[src/common/amsc_pkg.sv]
// constants for the alert mask and shutdown control block
package amsc_pkg;
	localparam logic [7:0] AMSC_ADDR_CONFIG = 8'h73;
	localparam logic [7:0] AMSC_ADDR_MASK1 = 8'h74;
	localparam logic [7:0] AMSC_ADDR_MASK2 = 8'h75;
	localparam logic [7:0] AMSC_MASK1_RESET = 8'h00;
	localparam logic [7:0] AMSC_MASK2_RESET = 8'h00;
	localparam logic [7:0] AMSC_CONFIG_RESET = 8'h00;
	localparam logic [7:0] AMSC_UNMAPPED_READ = 8'h00;
	localparam logic [7:0] AMSC_DUTY_SHUTDOWN = 8'h00;
	localparam logic [7:0] AMSC_THERMAL_EVENT_PIN_LIMIT_NOW = 8'h00;
	// mask 1 fields
	localparam int AMSC_M1_V25 = 0;
	localparam int AMSC_M1_VCC = 2;
	localparam int AMSC_M1_REMOTE_ONE = 4;
	localparam int AMSC_M1_LOCAL = 5;
	localparam int AMSC_M1_REMOTE_TWO = 6;
	localparam int AMSC_M1_S2 = 7;
	// mask 2 fields
	localparam int AMSC_M2_OVERTEMP = 1;
	localparam int AMSC_M2_FAN_ONE = 2;
	localparam int AMSC_M2_FAN_THREE = 4;
	localparam int AMSC_M2_FOURTH = 5;
	localparam int AMSC_M2_DIODE_ONE = 6;
	localparam int AMSC_M2_DIODE_TWO = 7;
	// writable bits of mask 2
	localparam logic [7:0] AMSC_MASK2_WMASK = 8'hfd;
	// configuration fields
	localparam int AMSC_CFG_CONV = 6;
	localparam int AMSC_CFG_POWER_DOWN = 7;
	// single channel selector codes
	typedef enum logic [2:0] {
		AMSC_CH_V25 = 3'b000,
		AMSC_CH_VCC = 3'b010,
		AMSC_CH_REMOTE_ONE = 3'b101,
		AMSC_CH_LOCAL = 3'b110,
		AMSC_CH_REMOTE_TWO = 3'b111
	} amsc_chan_t;
endpackage

[src/common/amsc_alert_if.sv]
// carrier between register file and alert gate
`timescale 1ns/10ps
interface amsc_alert_if;
	logic [7:0] status_one;
	logic [7:0] status_two;
	logic [7:0] mask_one;
	logic [7:0] mask_two;
	logic fourth_is_thermal_event_pin;
	logic thermal_event_pin_timer_event;
	logic unmasked_any;
	modport regs (
		output status_one,
		output status_two,
		output mask_one,
		output mask_two,
		output fourth_is_thermal_event_pin,
		output thermal_event_pin_timer_event,
		input unmasked_any
	);
	modport gate (
		input status_one,
		input status_two,
		input mask_one,
		input mask_two,
		input fourth_is_thermal_event_pin,
		input thermal_event_pin_timer_event,
		output unmasked_any
	);
endinterface

[src/rtl/amsc_alert_gate.sv]
// masking of status sources into one alert request
`timescale 1ns/10ps
module amsc_alert_gate
	import amsc_pkg::*;
(
	amsc_alert_if.gate bus
);
	logic one_hit;
	logic two_hit;
	logic fourth_src;
	logic [7:0] two_src;

	always_comb begin
		// fan four or timer
		fourth_src = bus.fourth_is_thermal_event_pin ? bus.thermal_event_pin_timer_event :
			bus.status_two[AMSC_M2_FOURTH];
		two_src = bus.status_two;
		two_src[AMSC_M2_FOURTH] = fourth_src;
	end

	// voltage masks
	// temperature masks
	assign one_hit =
		(bus.status_one[AMSC_M1_V25] & ~bus.mask_one[AMSC_M1_V25]) |
		(bus.status_one[AMSC_M1_VCC] & ~bus.mask_one[AMSC_M1_VCC]) |
		(bus.status_one[AMSC_M1_REMOTE_ONE] &
		~bus.mask_one[AMSC_M1_REMOTE_ONE]) |
		(bus.status_one[AMSC_M1_LOCAL] & ~bus.mask_one[AMSC_M1_LOCAL]) |
		(bus.status_one[AMSC_M1_REMOTE_TWO] &
		~bus.mask_one[AMSC_M1_REMOTE_TWO]);

	// per bit fault masks
	// summary mask over status two
	assign two_hit = ~bus.mask_one[AMSC_M1_S2] &
		(|(two_src[AMSC_M2_DIODE_TWO:AMSC_M2_OVERTEMP] &
		~bus.mask_two[AMSC_M2_DIODE_TWO:AMSC_M2_OVERTEMP]));

	// any unmasked source
	assign bus.unmasked_any = one_hit | two_hit;
endmodule

[src/rtl/amsc_top.sv]
// alert masks, shutdown control and channel select
`timescale 1ns/10ps
// How it works
// the 3-bit selector picks 2.5 V, supply, remote one, local, remote two.
// the power-down bit parks every pwm output at its idle level, except the shared alert pin while alert_pin_enable is set.
// in shutdown every current duty readback reads 0x00.
// with the global lock set, configuration writes are ignored.
// mask one bits 0 and 2 block alerts from the 2.5 V and supply channels.
// mask one bits 4, 5 and 6 block remote one, local and remote two alerts.
// mask one bit 7 blocks every status two source whatever mask two holds.
// mask one resets to 0x00.
// mask two bit 1 masks overtemperature and is read-only to the host.
// mask two bits 2, 3 and 4 block fan one, two and three faults.
// mask two bit 5 blocks fan four, or the thermal_event_pin timer in thermal_event_pin mode.
// mask two bits 6 and 7 block remote one and remote two diode faults.
// mask two resets to 0x00.
// the masks only reach the pin once it is set up as the alert output.
// thermal_event_pin time above the limit sets the fan four/thermal_event_pin status bit.
// alert asserts while any set status bit named in R5, R6 and R9 to R12 is unmasked, else stays off.
module amsc_top
	import amsc_pkg::*;
#(
	parameter int NUM_PWM = 3,
	parameter int ALERT_PWM = 1
)(
	input wire logic sys_clk,
	input wire logic sys_rst,
	input wire logic [7:0] reg_addr,
	input wire logic [7:0] reg_wdata,
	input wire logic reg_wr,
	input wire logic reg_rd,
	output logic [7:0] reg_rdata,
	input wire logic config_lock,
	input wire logic [2:0] chan_sel,
	output logic single_channel_mode,
	output logic [2:0] adc_channel,
	output logic adc_channel_valid,
	output logic in_shutdown,
	input wire logic [NUM_PWM-1:0] pwm_raw,
	input wire logic [NUM_PWM-1:0] pwm_park_high,
	input wire logic [NUM_PWM*8-1:0] duty_now,
	output logic [NUM_PWM*8-1:0] duty_readback,
	output logic [NUM_PWM-1:0] pwm_pin_o,
	output logic [NUM_PWM-1:0] pwm_pin_oe_n,
	input wire logic alert_pin_enable,
	input wire logic [7:0] status_one,
	input wire logic [7:0] status_two,
	input wire logic fourth_is_thermal_event_pin,
	input wire logic thermal_event_pin_asserted,
	input wire logic [7:0] thermal_event_pin_time,
	input wire logic [7:0] thermal_event_pin_limit,
	output logic thermal_event_pin_status_set,
	output logic alert_active
);
	logic [7:0] mask_one;
	logic [7:0] mask_two;
	logic [7:0] config_reg;
	logic thermal_event_pin_over;
	logic thermal_event_pin_over_q;
	logic [7:0] next_rdata;
	logic [2:0] next_channel;
	logic next_valid;
	amsc_alert_if gate_bus();

	////////////////////////////////////////////////////////////////////
	// register writes

	// mask one reset
	// mask one written
	always_ff @(posedge sys_clk) begin
		if (sys_rst) begin
			mask_one <= AMSC_MASK1_RESET;
		end else if (reg_wr && reg_addr == AMSC_ADDR_MASK1) begin
			mask_one <= reg_wdata;
		end
	end

	// mask two reset
	// overtemperature bit not writable
	always_ff @(posedge sys_clk) begin
		if (sys_rst) begin
			mask_two <= AMSC_MASK2_RESET;
		end else if (reg_wr && reg_addr == AMSC_ADDR_MASK2) begin
			mask_two <= (reg_wdata & AMSC_MASK2_WMASK) |
				(mask_two & ~AMSC_MASK2_WMASK);
		end
	end

	// lock blocks writes
	always_ff @(posedge sys_clk) begin
		if (sys_rst) begin
			config_reg <= AMSC_CONFIG_RESET;
		end else if (reg_wr && reg_addr == AMSC_ADDR_CONFIG &&
			!config_lock) begin
			config_reg <= reg_wdata;
		end
	end

	////////////////////////////////////////////////////////////////////
	// register reads

	always_comb begin
		case (reg_addr)
			AMSC_ADDR_MASK1: begin
				next_rdata = mask_one;
			end
			AMSC_ADDR_MASK2: begin
				next_rdata = mask_two;
			end
			AMSC_ADDR_CONFIG: begin
				next_rdata = config_reg;
			end
			default: begin
				next_rdata = AMSC_UNMAPPED_READ;
			end
		endcase
	end

	always_ff @(posedge sys_clk) begin
		if (sys_rst) begin
			reg_rdata <= AMSC_UNMAPPED_READ;
		end else if (reg_rd) begin
			reg_rdata <= next_rdata;
		end
	end

	////////////////////////////////////////////////////////////////////
	// single channel selection

	// selector decode
	always_comb begin
		next_channel = chan_sel;
		case (chan_sel)
			AMSC_CH_V25, AMSC_CH_VCC, AMSC_CH_REMOTE_ONE,
			AMSC_CH_LOCAL, AMSC_CH_REMOTE_TWO: begin
				next_valid = 1'b1;
			end
			default: begin
				next_valid = 1'b0;
				next_channel = AMSC_CH_V25;
			end
		endcase
	end

	always_ff @(posedge sys_clk) begin
		if (sys_rst) begin
			single_channel_mode <= 1'b0;
			adc_channel <= AMSC_CH_V25;
			adc_channel_valid <= 1'b0;
		end else begin
			single_channel_mode <= config_reg[AMSC_CFG_CONV];
			adc_channel <= next_channel;
			adc_channel_valid <= next_valid;
		end
	end

	////////////////////////////////////////////////////////////////////
	// shutdown of pwm outputs and duty readback

	always_ff @(posedge sys_clk) begin
		if (sys_rst) begin
			in_shutdown <= 1'b0;
		end else begin
			in_shutdown <= config_reg[AMSC_CFG_POWER_DOWN];
		end
	end

	genvar gi;
	generate
		for (gi = 0; gi < NUM_PWM; gi++) begin : g_pwm
			// duty reads zero
			always_ff @(posedge sys_clk) begin
				if (sys_rst) begin
					duty_readback[gi*8 +: 8] <= AMSC_DUTY_SHUTDOWN;
				end else if (config_reg[AMSC_CFG_POWER_DOWN]) begin
					duty_readback[gi*8 +: 8] <= AMSC_DUTY_SHUTDOWN;
				end else begin
					duty_readback[gi*8 +: 8] <= duty_now[gi*8 +: 8];
				end
			end

			// park level in shutdown
			// shared pin as open drain alert
			always_ff @(posedge sys_clk) begin
				if (sys_rst) begin
					pwm_pin_o[gi] <= 1'b0;
					pwm_pin_oe_n[gi] <= 1'b1;
				end else if (gi == ALERT_PWM && alert_pin_enable) begin
					pwm_pin_o[gi] <= 1'b0;
					pwm_pin_oe_n[gi] <= ~gate_bus.unmasked_any;
				end else if (config_reg[AMSC_CFG_POWER_DOWN]) begin
					pwm_pin_o[gi] <= pwm_park_high[gi];
					pwm_pin_oe_n[gi] <= 1'b0;
				end else begin
					pwm_pin_o[gi] <= pwm_raw[gi];
					pwm_pin_oe_n[gi] <= 1'b0;
				end
			end
		end
	endgenerate

	////////////////////////////////////////////////////////////////////
	// thermal_event_pin timer event

	// time over limit
	assign thermal_event_pin_over = thermal_event_pin_asserted &&
		(thermal_event_pin_limit == AMSC_THERMAL_EVENT_PIN_LIMIT_NOW || thermal_event_pin_time > thermal_event_pin_limit);

	always_ff @(posedge sys_clk) begin
		if (sys_rst) begin
			thermal_event_pin_over_q <= 1'b0;
			thermal_event_pin_status_set <= 1'b0;
		end else begin
			thermal_event_pin_over_q <= thermal_event_pin_over;
			thermal_event_pin_status_set <= thermal_event_pin_over && !thermal_event_pin_over_q;
		end
	end

	////////////////////////////////////////////////////////////////////
	// alert gating

	assign gate_bus.status_one = status_one;
	assign gate_bus.status_two = status_two;
	assign gate_bus.mask_one = mask_one;
	assign gate_bus.mask_two = mask_two;
	assign gate_bus.fourth_is_thermal_event_pin = fourth_is_thermal_event_pin;
	assign gate_bus.thermal_event_pin_timer_event = status_two[AMSC_M2_FOURTH];

	amsc_alert_gate u_gate (
		.bus(gate_bus)
	);

	// registered alert
	// only when pin enabled
	always_ff @(posedge sys_clk) begin
		if (sys_rst) begin
			alert_active <= 1'b0;
		end else begin
			alert_active <= alert_pin_enable & gate_bus.unmasked_any;
		end
	end
endmodule

[config.mk]
export PLATFORM = sky130hd
export DESIGN_NAME = amsc_top
export DESIGN_NICKNAME = d
export VERILOG_FILES = /design/src/common/amsc_pkg.sv /design/src/common/amsc_alert_if.sv /design/src/rtl/amsc_alert_gate.sv /design/src/rtl/amsc_top.sv
export SDC_FILE = /design/constraint.sdc
export NUM_CORES = 1
export LEC_CHECK = 0
export BUFFER_PORTS_ARGS = -buffer_cell sky130_fd_sc_hd__buf_2
export CAP_MARGIN = 0
export CORE_UTILIZATION = 49
export DETAILED_ROUTE_END_ITERATION = 12
export PLACE_DENSITY_LB_ADDON = 0.05
export SYNTH_ARGS = -nofsm -noshare
export SYNTH_HDL_FRONTEND = slang
export SYNTH_SLANG_ARGS = --single-unit
[constraint.sdc]
create_clock -name sys_clk -period 2.21 [get_ports sys_clk]
set_input_delay 0.221 -clock sys_clk [delete_from_list [all_inputs] [get_ports sys_clk]]
set_output_delay 0.221 -clock sys_clk [all_outputs]
set_load 0.02 [all_outputs]
### After elaboration in Yosys (flattened, before gate mapping)

Index checks and enable logic that the tools add are counted.
Widths: inputs -> output; s select.

| operators by class | value |
|---|---|
| bitwise gates (word level) | 23 |
| equal/unequal tests | 7 |
| $lt $le $gt $ge | 1 |
| muxes and demuxes | 7 |
| reduce and logical (&&, ||, !) cells | 16 |

Operator list:

| cell | number |
|---|---|
| $eq 8x7->1 const B | 3 |
| $pmux 8 s3 | 1 |
| $eq 3x3->1 const B | 3 |
| $gt 8x8->1 | 1 |
| $logic_not 8->1 | 1 |
| $not 1->1 | 8 |
| $or 8x2->8 | 1 |
| $and 1x1->1 | 7 |
| $and 7x7->7 | 1 |
| $not 7->7 | 1 |
| $reduce_or 7->1 | 1 |
| $logic_and 1x1->1 | 6 |
| $mux 1 | 6 |
| $reduce_or 2->1 | 3 |
| $or 1x1->1 | 5 |
| $reduce_or 5->1 | 1 |
| $eq 3x2->1 const B | 1 |
| $logic_not 3->1 | 1 |
| $logic_not 1->1 | 2 |
| $logic_or 1x1->1 | 1 |

| storage, ports and cells | value |
|---|---|
| input bits | 89 |
| register bits after elaboration | 70 |
| logic and storage cells | 73 |
| output and inout bits | 46 |

### Depth between registers and ports, before layout

Gate-level depths: netlist of the first run.

| depth | value |
|---|---|
| word-level depth | 9 |
| depth in mapped cells | 6 |
| mapped depth without buffers | 6 |

### Cells and area by module

From an unflattened synthesis of the first run, not the netlist that was laid out.

| unflattened totals | value |
|---|---|
| cells, all modules | 270 |
| area total of the unflattened synthesis | 2736.4 um^2 |

By module, submodules not included:

| module | times used | cells an instance | area each (um^2) |
|---|---|---|---|
| amsc_top | 1 | 249 | 2631.3 |
| amsc_alert_gate | 1 | 21 | 105.1 |

### Worst setup path after synthesis of the first run

No wires, ideal clock.

| timing path | value |
|---|---|
| kind | in2reg |
| start point | input reg_addr[7] |
| end point | register mask_two[2] (netlist: gate_bus.mask_two[2]) |
| data required time | 2.082 ns |
| stages on the path | 5 |
| setup slack | 0.838 ns |
| data arrival time | 1.244 ns |
| cells stage by stage | nand4b_1 -> or4_1 -> buf_6 -> mux2i_1 -> nor2_1 |

| on the way | value |
|---|---|
| word-level cells in the longest chain between the ends | 2 |

RTL lines:

| element | line | source |
|---|---|---|
| from (decl) | amsc_top.sv:28 | `input wire logic [7:0] reg_addr,` |
| $eq 8x7->1 | amsc_top.sv:83 | `end else if (reg_wr && reg_addr == AMSC_ADDR_MASK2) begin` |
| $logic_and 1x1->1 | amsc_top.sv:83 |  |
| to (signal assigned) | amsc_top.sv:84 | `mask_two <= (reg_wdata & AMSC_MASK2_WMASK) \|` |
| to (decl) | amsc_top.sv:56 | `logic [7:0] mask_two;` |

Every way passes these cells.
A chain may end at the register's enable or synchronous reset.

### Final worst setup path of the first run

| timing path | value |
|---|---|
| start point | register config_reg[7] |
| end point | register duty_readback[23] |

| on the way | value |
|---|---|
| word-level cells in the longest chain between the ends | 1 |

RTL lines:

| element | line | source |
|---|---|---|
| from (decl) | amsc_top.sv:57 | `logic [7:0] config_reg;` |
| from (signal assigned) | amsc_top.sv:95 | `config_reg <= reg_wdata;` |
| $reduce_or 2->1 (no line) | n/a |  |
| to (signal, indexed assignment) | amsc_top.sv:178 | `duty_readback[gi*8 +: 8] <= duty_now[gi*8 +: 8];` |
| to (decl) | amsc_top.sv:42 | `output logic [NUM_PWM*8-1:0] duty_readback,` |

Every way passes these cells.

==> run_results.csv, run 1 <==
group,metric,value,unit
outcome,status,"finished, final reports clean",
final_layout,top_register,"duty_readback",
timing,setup_viol,0,
logic_synthesis,synthArstFlopShare,0,
timing,timing.fmax,646,MHz
setup_path,path_cells,"nor2_1 -> and2_1",
setup_path,crit_cells,2,
global_routing,antenna_found_initial,0,
global_routing,grt-ovfl-total,0,
clock_tree,cts.root.buffer_cell,"clkbuf_8",
setup_path,critPathLaunchType,"flop",
floorplan,dieArea,0.00576,sq mm
timing,final_max_slew_viol_count,0,
power,p_leak,1.91,nW
timing,fin_crit,1.55,ns
routing,route.final.wire_length,5720,microns
logic_synthesis,synth_seq_cells,69,
place,place_hpwl,4290,microns
clock_tree,cts_setup_buffers,0,
final_layout,final_area,0.00359,sq mm
routing,vias,2278,
clock_tree,tritoncts,"built",
logic_synthesis,synth_area_leaders,"dfxtp_1 (52%), mux2i_1 (9.7%), and2_1 (5.8%)",
global_routing,track_usage,0.211,
setup_path,worst-r2r-cell-count,2,
final_layout,largest_register_ffs,24,
logic_synthesis,syn_area_per_cell,10.1,sq um
clock_tree,clock_path_buffers,2,
logic_synthesis,synth_nets,362,
timing,slew-limit-headroom,0.298,
routing,dr.pass1.iters,4,
logic_synthesis,synth_top_cells_by_count,"dfxtp_1 (69), nor2_1 (30), mux2i_1 (26)",
timing,fin_ws,0.661,ns
routing,viasPerCell,4.83,
global_routing,grt_pass1_vias,2038,
setup_path,crit_buf_inv,0,
setup_path,worstPathArrival,1.82,ns
power,pwr-share-comb,0.098,
place,routabilityCongestion,0.809,
setup_path,path_max_fanout,24,
global_routing,grt_max_degree,36,
routing,wl_per_cell,12.1,microns
setup_path,cp_top_family,"simple AND/OR/NAND/NOR gates",
power,p_sw,610,uW
logic_synthesis,yosysWarnings,0,
run,maxCapViolCount,0,
global_routing,grt_first_pass_wirelength,8860,microns
clock_tree,cts_htree_levels,3,
setup_path,worstSetupEndpoint,"duty_readback[23]",
final_layout,fin_nets,495,
logic_synthesis,synth_area,0.00268,sq mm
clock_tree,cts_resized,0,
floorplan,initial_core_util,0.517,
place,place_area,0.00338,sq mm
final_layout,syn2layout_area_growth,34.4,%
floorplan,rows,26,
power,power_density,733,mW/mm^2
power,total_power,2.63,mW
logic_synthesis,synth_top_area_frac,0.516,
power,p_int,2.02,mW
floorplan,core,0.00517,sq mm
routing,drc,0,
min_path,worstHoldPathType,"in -> reg",
logic_synthesis,synth.most_common_cell,"dfxtp_1",
timing,tightest_slew,1.05,ns
setup_path,worstReg2RegEnd,"duty_readback[23]",
setup_path,slowest_stage,"nor2_1",
logic_synthesis,ys.flop_type,"dfxtp_1",
setup_path,crit_path_start,"config_reg[7]",
setup_path,worstSetupEndpointType,"flop",
logic_synthesis,synth_cell_type_count,39,
floorplan,io_pins,135,
place,placed_cells,457,
place,io_buffer_count,129,
final_layout,diodes,0,
setup_path,slowest_delay,0.84,ns
clock_tree,clock-sinks,69,
clock_tree,clock_latency,0.33,ns
final_layout,drive_above_1_share,0.383,
setup_path,required,2.48,ns
floorplan,chipHeight,75.9,microns
place,post-place-ws,0.547,ns
setup_path,worstSetupPathType,"reg -> reg",
logic_synthesis,synth_top_area_cell,"dfxtp_1",
timing,skew,0.00970,ns
power,p_seq_frac,0.488,
logic_synthesis,ys_seq_area_frac,0.516,
setup_path,r2r_slack,0.66,ns
routing,antenna_left,0,
timing,fin_crit_sh,0.701,
timing,fin_tns_setup,0,ns
power,sw_frac_of_total,0.231,
final_layout,finalNonFillerCells,472,
power,vdd_drop_max,480,uV
clock_tree,path_clk_slew,0.08,ns
timing,hold_viol,0,
timing,rsz0062_at_grt,"false",
routing,drtIter0Drc,86,
logic_synthesis,syn_inst,265,
floorplan,die_x,75.9,microns
power,pwr-share-clk,0.414,
setup_path,r2r_start,"config_reg[7]",
clock_tree,cts_hold_buf,0,
clock_tree,cts_buffers,9,
logic_synthesis,synth-edff-count,0,
-- through the flow --
| stage | utilization | hold WS (ns) |
|---|---|---|
| after global placement | 0.654 | 0.382 |
| after global routing | 0.695 | 0.0664 |
| after CTS | 0.695 | 0.0593 |
| after detailed placement | 0.654 | 0.382 |
| after floorplan | - | 0.249 |
| final | 0.695 | 0.0767 |
-- kinds of logic (layout without fill, tap and decap cells) --
group	count (synthesis)	count (layout)	synth area share
compound gates	40	40	0.107
buf+inv	28	165	0.0435
simple gates	94	94	0.198
mux	26	26	0.0973
fa+ha+maj	8	8	0.0374
flops	69	69	0.516
-- placed cells by master, fill, tap and decap left out, types with 3 or more instances in the layout --
cell and n:
mux2i_1 26, inv_1 18, ha_1 8, or4_1 3
nor2b_1 6, clkbuf_8 9, buf_2 129, nor3_1 3
nand2_1 10, buf_4 3, nor2_1 30, nand2b_1 3
a22o_1 8, dfxtp_1 69, o21ai_0 8, a21oi_1 5
a22oi_1 7, and2_1 25
-- worst min path at each step --
stage | cells past startpoint | endpoint | from
2_1_floorplan | 0 | pwm_pin_oe_n[2] | sys_rst
3_3_place_gp | 1 | thermal_event_pin_status_set | thermal_event_pin_over_q
3_5_place_dp | 1 | thermal_event_pin_status_set | thermal_event_pin_over_q
4_1_cts | 2 | duty_readback[5] | duty_now[5]
5_1_grt | 2 | duty_readback[22] | duty_now[22]
6_report | 2 | duty_readback[3] | duty_now[3]
-- metal layers --
layer	wire (microns)	GRT usage
met4	67	0.0988
met1	2550	0.248
met5	0	0
met2	2640	0.344
met3	462	0.0741
-- cell type report --
class	count	area [sq um]
well taps	70	87.6
fillers	448	1580
clock inverters	6	88.8
repair buffers	132	668
inverters	18	67.6
clock buffers	9	124
flip-flops and latches	69	1380
multi-input cells	168	1180
-- power by group through the flow --
stage	combinational, mW	clock (mW)	sequential (mW)
after global placement	0.257	0	1.31
final	0.259	1.09	1.29
after global routing	0.289	1.16	1.29
after detailed placement	0.261	0	1.31
after floorplan	0.0830	0	1.36
after CTS	0.262	1.12	1.29
(Power assumes the default switching activity.)
==> inputs of run 2 (changes only) <==
- ABC_AREA: not set -> 1
- CORE_UTILIZATION: 49 -> 46
- clock period: 2.21 -> 1.55 ns (I/O delays scaled with it)
==> run_results.csv, run 2 <==
group,metric,value,unit
outcome,status,"finished, final reports clean",
setup_path,worstPathArrival,1.41,ns
logic_synthesis,synth-edff-count,0,
timing,hold_viol,0,
global_routing,track_usage,0.205,
timing,timing.fmax,872,MHz
global_routing,grt-ovfl-total,0,
clock_tree,clock_latency,0.34,ns
logic_synthesis,yosysWarnings,0,
place,placed_cells,560,
floorplan,die_x,80.0,microns
power,pwr-share-clk,0.400,
final_layout,finalNonFillerCells,579,
setup_path,worstSetupEndpointType,"flop",
clock_tree,tritoncts,"built",
logic_synthesis,synth_top_area_cell,"dfxtp_1",
routing,viasPerCell,4.53,
final_layout,layout_common_cells,"buf_2 (129), inv_1 (69), dfxtp_1 (69)",
setup_path,path_max_fanout,2,
floorplan,core,0.00589,sq mm
clock_tree,path_clk_slew,0.08,ns
clock_tree,cts_setup_buffers,0,
place,io_buffer_count,129,
timing,rsz0062_at_grt,"false",
run,maxCapViolCount,0,
power,pwr-share-comb,0.111,
logic_synthesis,syn_area_per_cell,7.74,sq um
setup_path,crit_path_start,"gate_bus.mask_one[2]",
logic_synthesis,synth_area_leaders,"dfxtp_1 (49%), inv_1 (9.2%), nand2_1 (6.8%)",
logic_synthesis,synthArstFlopShare,0,
power,p_int,2.80,mW
setup_path,required,1.82,ns
logic_synthesis,synth_area,0.00280,sq mm
setup_path,r2r_start,"gate_bus.mask_one[2]",
routing,wl_per_cell,10.8,microns
routing,vias,2624,
routing,antenna_left,0,
floorplan,io_pins,135,
power,p_seq_frac,0.488,
place,routabilityCongestion,0.767,
power,vdd_drop_max,843,uV
logic_synthesis,ys.flop_type,"dfxtp_1",
routing,drtIter0Drc,89,
timing,fin_crit,1.15,ns
global_routing,antenna_found_initial,0,
logic_synthesis,ys_seq_area_frac,0.493,
final_layout,diodes,0,
power,sw_frac_of_total,0.255,
clock_tree,cts.root.buffer_cell,"clkbuf_8",
power,power_density,999,mW/mm^2
final_layout,syn2layout_area_growth,34.2,%
clock_tree,clock-sinks,69,
timing,skew,0.00856,ns
clock_tree,cts_buffers,9,
timing,slew-limit-headroom,0.810,
timing,fin_tns_setup,0,ns
logic_synthesis,syn_inst,362,
global_routing,grt_first_pass_wirelength,10000,microns
timing,tightest_slew,0.285,ns
final_layout,layout_commonest_cell,"buf_2",
min_path,min_from,"duty_now[13]",
clock_tree,cts_resized,0,
final_layout,fin_nets,596,
logic_synthesis,synth_seq_cells,69,
floorplan,chipHeight,80.0,microns
logic_synthesis,synth_top_cells_by_count,"dfxtp_1 (69), inv_1 (69), nand2_1 (51)",
final_layout,top_register,"duty_readback",
final_layout,final_util,0.639,
logic_synthesis,synth_top_area_frac,0.493,
logic_synthesis,synth_nets,459,
power,p_leak,2.00,nW
timing,setup_viol,0,
global_routing,grt_max_degree,25,
clock_tree,cts_htree_levels,3,
global_routing,grt_pass1_vias,2418,
floorplan,rows,28,
final_layout,fill_cells,601,
place,place_area,0.00352,sq mm
routing,drc,0,
logic_synthesis,synth_cell_type_count,27,
final_layout,final_area,0.00376,sq mm
routing,dr.pass1.iters,4,
power,p_sw,959,uW
final_layout,largest_register_ffs,24,
final_layout,drive_above_1_share,0.329,
min_path,worstHoldPathType,"in -> reg",
setup_path,worstSetupPathType,"reg -> reg",
floorplan,dieArea,0.00641,sq mm
floorplan,initial_core_util,0.476,
setup_path,critPathLaunchType,"flop",
place,place_hpwl,4750,microns
routing,route.final.wire_length,6250,microns
timing,final_max_slew_viol_count,0,
clock_tree,clock_path_buffers,2,
timing,fin_crit_sh,0.740,
-- run 2: path summary, 6_finish.rpt --
kind / end / slack [ns] / cells past startpoint
worst max-delay path: pwm_pin_oe_n[1] / 0.40 / 6
worst max register to register: pwm_pin_oe_n[1] / 0.40 / 6
worst min register to register: thermal_event_pin_status_set / 0.39 / 1
worst min-delay path: duty_readback[13] / 0.01 / 3
-- run 2: cell families (layout without fill, tap and decap cells) --
logic type | after synthesis | after routing | share of synthesized area
AOI/OAI and AO/OA | 56 | 56 | 0.113
DFF | 69 | 69 | 0.493
adders and majority gates | 8 | 8 | 0.0357
and+or+nand+nor | 147 | 147 | 0.239
buffers and inverters | 82 | 224 | 0.119
-- run 2: area by class of cell --
type / instances / area [sq um] / area share
timing repair buffer: 139 / 728 / 0.194
sequential: 69 / 1380 / 0.367
multi-input combinational: 211 / 1090 / 0.289
clock buffer: 10 / 138 / 0.0366
tap: 75 / 93.8 / 0.0250
inverter: 69 / 259 / 0.0689
clock inverter: 6 / 72.6 / 0.0193
-- run 2: layer usage --
layer	vias to the layer above	track usage	part of all wire
li1	1407	-	-
met1	1143	0.229	0.44
met2	67	0.360	0.49
met3	7	0.0651	0.060
met4	0	0.0786	0.014
met5	-	0	0
-- run 2: critical path, stage by stage, from the launching register on --
cell	delay, ns
dfxtp_1	0.34
inv_1	0.07
nand2_1	0.06
nand2_1	0.05
a211oi_1	0.28
nand2_1	0.15
o21ai_0	0.15
-- run 2: power by group through the flow --
stage | combinational [mW] | sequential [mW] | clock [mW]
floorplan | 0.151 | 1.94 | 0
global placement | 0.408 | 1.88 | 0
detailed placement | 0.416 | 1.88 | 0
CTS | 0.423 | 1.84 | 1.53
global route | 0.469 | 1.84 | 1.63
finish | 0.419 | 1.83 | 1.50
-- run 2: through the flow --
stage               hold slack [ns]  power [mW]  setup WS, ns
global route               0.000517        3.94         0.259
floorplan                     0.183        2.09         0.475
finish                       0.0143        3.76         0.403
CTS                         0.00614        3.79         0.389
global placement              0.342        2.28         0.195
detailed placement            0.348        2.29         0.171
-- run 2: repair_timing --
action | in CTS | in global routing
endpoints found under the hold margin | 3 | 0
hold buffers | 3 | 0
endpoints found under the setup margin | 0 | 0
==> inputs of run 3 (changes only) <==
- clock period: 1.55 -> 1.1 ns (I/O delays scaled with it)
==> run_results.csv, run 3 (synthesis gave the netlist of run 2 again) <==
group,metric,value,unit
floorplan,core,0.00589,sq mm
clock_tree,clock-sinks,69,
final_layout,layout_common_cells,"buf_2 (129), inv_1 (67), dfxtp_1 (65)",
final_layout,diodes,0,
place,post-place-ws,-0.127,ns
floorplan,chipHeight,80.0,microns
global_routing,track_usage,0.223,
routing,antenna_left,0,
setup_path,path_max_fanout,2,
setup_path,worstSetupPathType,"reg -> reg",
final_layout,drive_above_1_share,0.349,
final_layout,multiInputGateArea,0.00110,sq mm
final_layout,layout_commonest_cell,"buf_2",
routing,drtIter0Drc,109,
floorplan,rows,28,
clock_tree,clock_latency,0.34,ns
timing,setup_viol,0,
routing,vias,2863,
final_layout,fin_nets,640,
floorplan,dieArea,0.00641,sq mm
min_path,worstHoldPathType,"in -> reg",
global_routing,grt-ovfl-total,0,
timing,hold_viol,0,
routing,drc,0,
timing,rsz0062_at_grt,"true",
final_layout,syn2layout_area_growth,49.8,%
final_layout,regArea,0.00139,sq mm
clock_tree,tritoncts,"built",
floorplan,io_pins,135,
place,routabilityCongestion,0.769,
setup_path,required,1.33,ns
place,placed_cells,573,
global_routing,antenna_found_initial,0,
timing,fin_crit_sh,0.955,
final_layout,finalNonFillerCells,623,
clock_tree,path_clk_slew,0.07,ns
place,io_buffer_count,129,
run,maxCapViolCount,0,
routing,viasPerCell,4.60,
global_routing,grt_pass1_vias,2636,
timing,tightest_slew,0.277,ns
clock_tree,cts_htree_levels,3,
power,p_int,3.96,mW
timing,slew-limit-headroom,0.814,
final_layout,final_util,0.713,
floorplan,initial_core_util,0.476,
routing,dr.pass1.iters,4,
setup_path,worstPathArrival,1.29,ns
timing,timing.fmax,952,MHz
power,power_density,1270,mW/mm^2
setup_path,critPathLaunchType,"flop",
power,p_sw,1.35,mW
routing,wl_per_cell,10.8,microns
power,pwr-share-clk,0.381,
timing,skew,0.00370,ns
power,p_leak,2.20,nW
routing,route.final.wire_length,6750,microns
power,vdd_drop_max,1100,uV
setup_path,worstSetupEndpointType,"flop",
global_routing,grt_max_degree,25,
timing,final_max_slew_viol_count,0,
outcome,status,"finished, final reports clean",
power,p_seq_frac,0.487,
timing,fin_ws,0.0492,ns
final_layout,largest_register_ffs,24,
power,pwr-share-comb,0.132,
final_layout,top_register,"duty_readback",
timing,fin_crit,1.05,ns
power,sw_frac_of_total,0.254,
clock_tree,cts_buffers,9,
floorplan,die_x,80.0,microns
global_routing,grt_first_pass_wirelength,10900,microns
final_layout,fill_cells,481,
clock_tree,clock_path_buffers,2,
place,place_hpwl,4880,microns
clock_tree,cts.root.buffer_cell,"clkbuf_8",
-- run 3: cell types whose count changed in the layout (fill, tap and decap cells not counted), sizes merged --
cell | before | now
buf | 136 | 151
clkbuf | 10 | 9
clkinv | 4 | 3
dlygate4sd3 | 3 | 32
inv | 69 | 71
-- run 3: final cells by class --
class | instances | area share
inverter | 69 | 0.0617
clock inverter | 7 | 0.0176
multi-input combinational | 211 | 0.263
clock buffer | 9 | 0.0295
sequential | 69 | 0.330
tap | 75 | 0.0224
timing repair buffer | 183 | 0.276
-- run 3: timing repair --
item                       CTS  global route
hold endpoints to repair    30             0
hold buffers                32             0
gates resized for setup      3            11
pin swaps                    0             4
buffers inserted             0             2
setup endpoints to repair    2             4
-- run 3: worst max-delay path: stages (launching register included) --
cell	delay [ns]
dfxtp_2	0.34
inv_2	0.04
nand2_2	0.06
o21ai_2	0.05
a211oi_2	0.23
nand2_1	0.13
nand2_1	0.07
nor2_1	0.04
-- run 3: final timing paths --
| path | start | end | slack [ns] | cells after the start |
|---|---|---|---|---|
| max reg2reg | gate_bus.mask_one[4] | alert_active | 0.05 | 7 |
| min | reg_wdata[3] | config_reg[3] | 0.03 | 3 |
| max | gate_bus.mask_one[4] | alert_active | 0.05 | 7 |
| min reg2reg | thermal_event_pin_over_q | thermal_event_pin_status_set | 0.39 | 1 |
-- run 3: power groups by stage --
stage / sequential (mW) / clock, mW / combinational, mW
2_1_floorplan: 2.74 / 0 / 0.213
3_3_place_gp: 2.64 / 0 / 0.596
3_5_place_dp: 2.64 / 0 / 0.610
4_1_cts: 2.59 / 2.09 / 0.701
5_1_grt: 2.59 / 2.19 / 0.782
6_report: 2.59 / 2.03 / 0.704
-- run 3: routing by layer --
metal,GRT usage,vias up,share of wire
li1,-,1496,-
met1,0.237,1273,0.41
met2,0.403,80,0.51
met3,0.0709,14,0.057
met4,0.0964,0,0.020
met5,0,-,0
-- run 3: per-stage QoR --
| step | total power, mW | instance area [sq um] | hold WS (ns) | TNS, ns |
|---|---|---|---|---|
| global placement | 3.24 | 3640 | 0.296 | -0.856 |
| finish | 5.32 | 4200 | 0.0277 | 0 |
| global route | 5.57 | 4200 | 0.0336 | -0.0126 |
| CTS | 5.38 | 4170 | 0.0139 | 0 |
| floorplan | 2.95 | 2800 | 0.138 | 0 |
| detailed placement | 3.25 | 3640 | 0.299 | -1.65 |
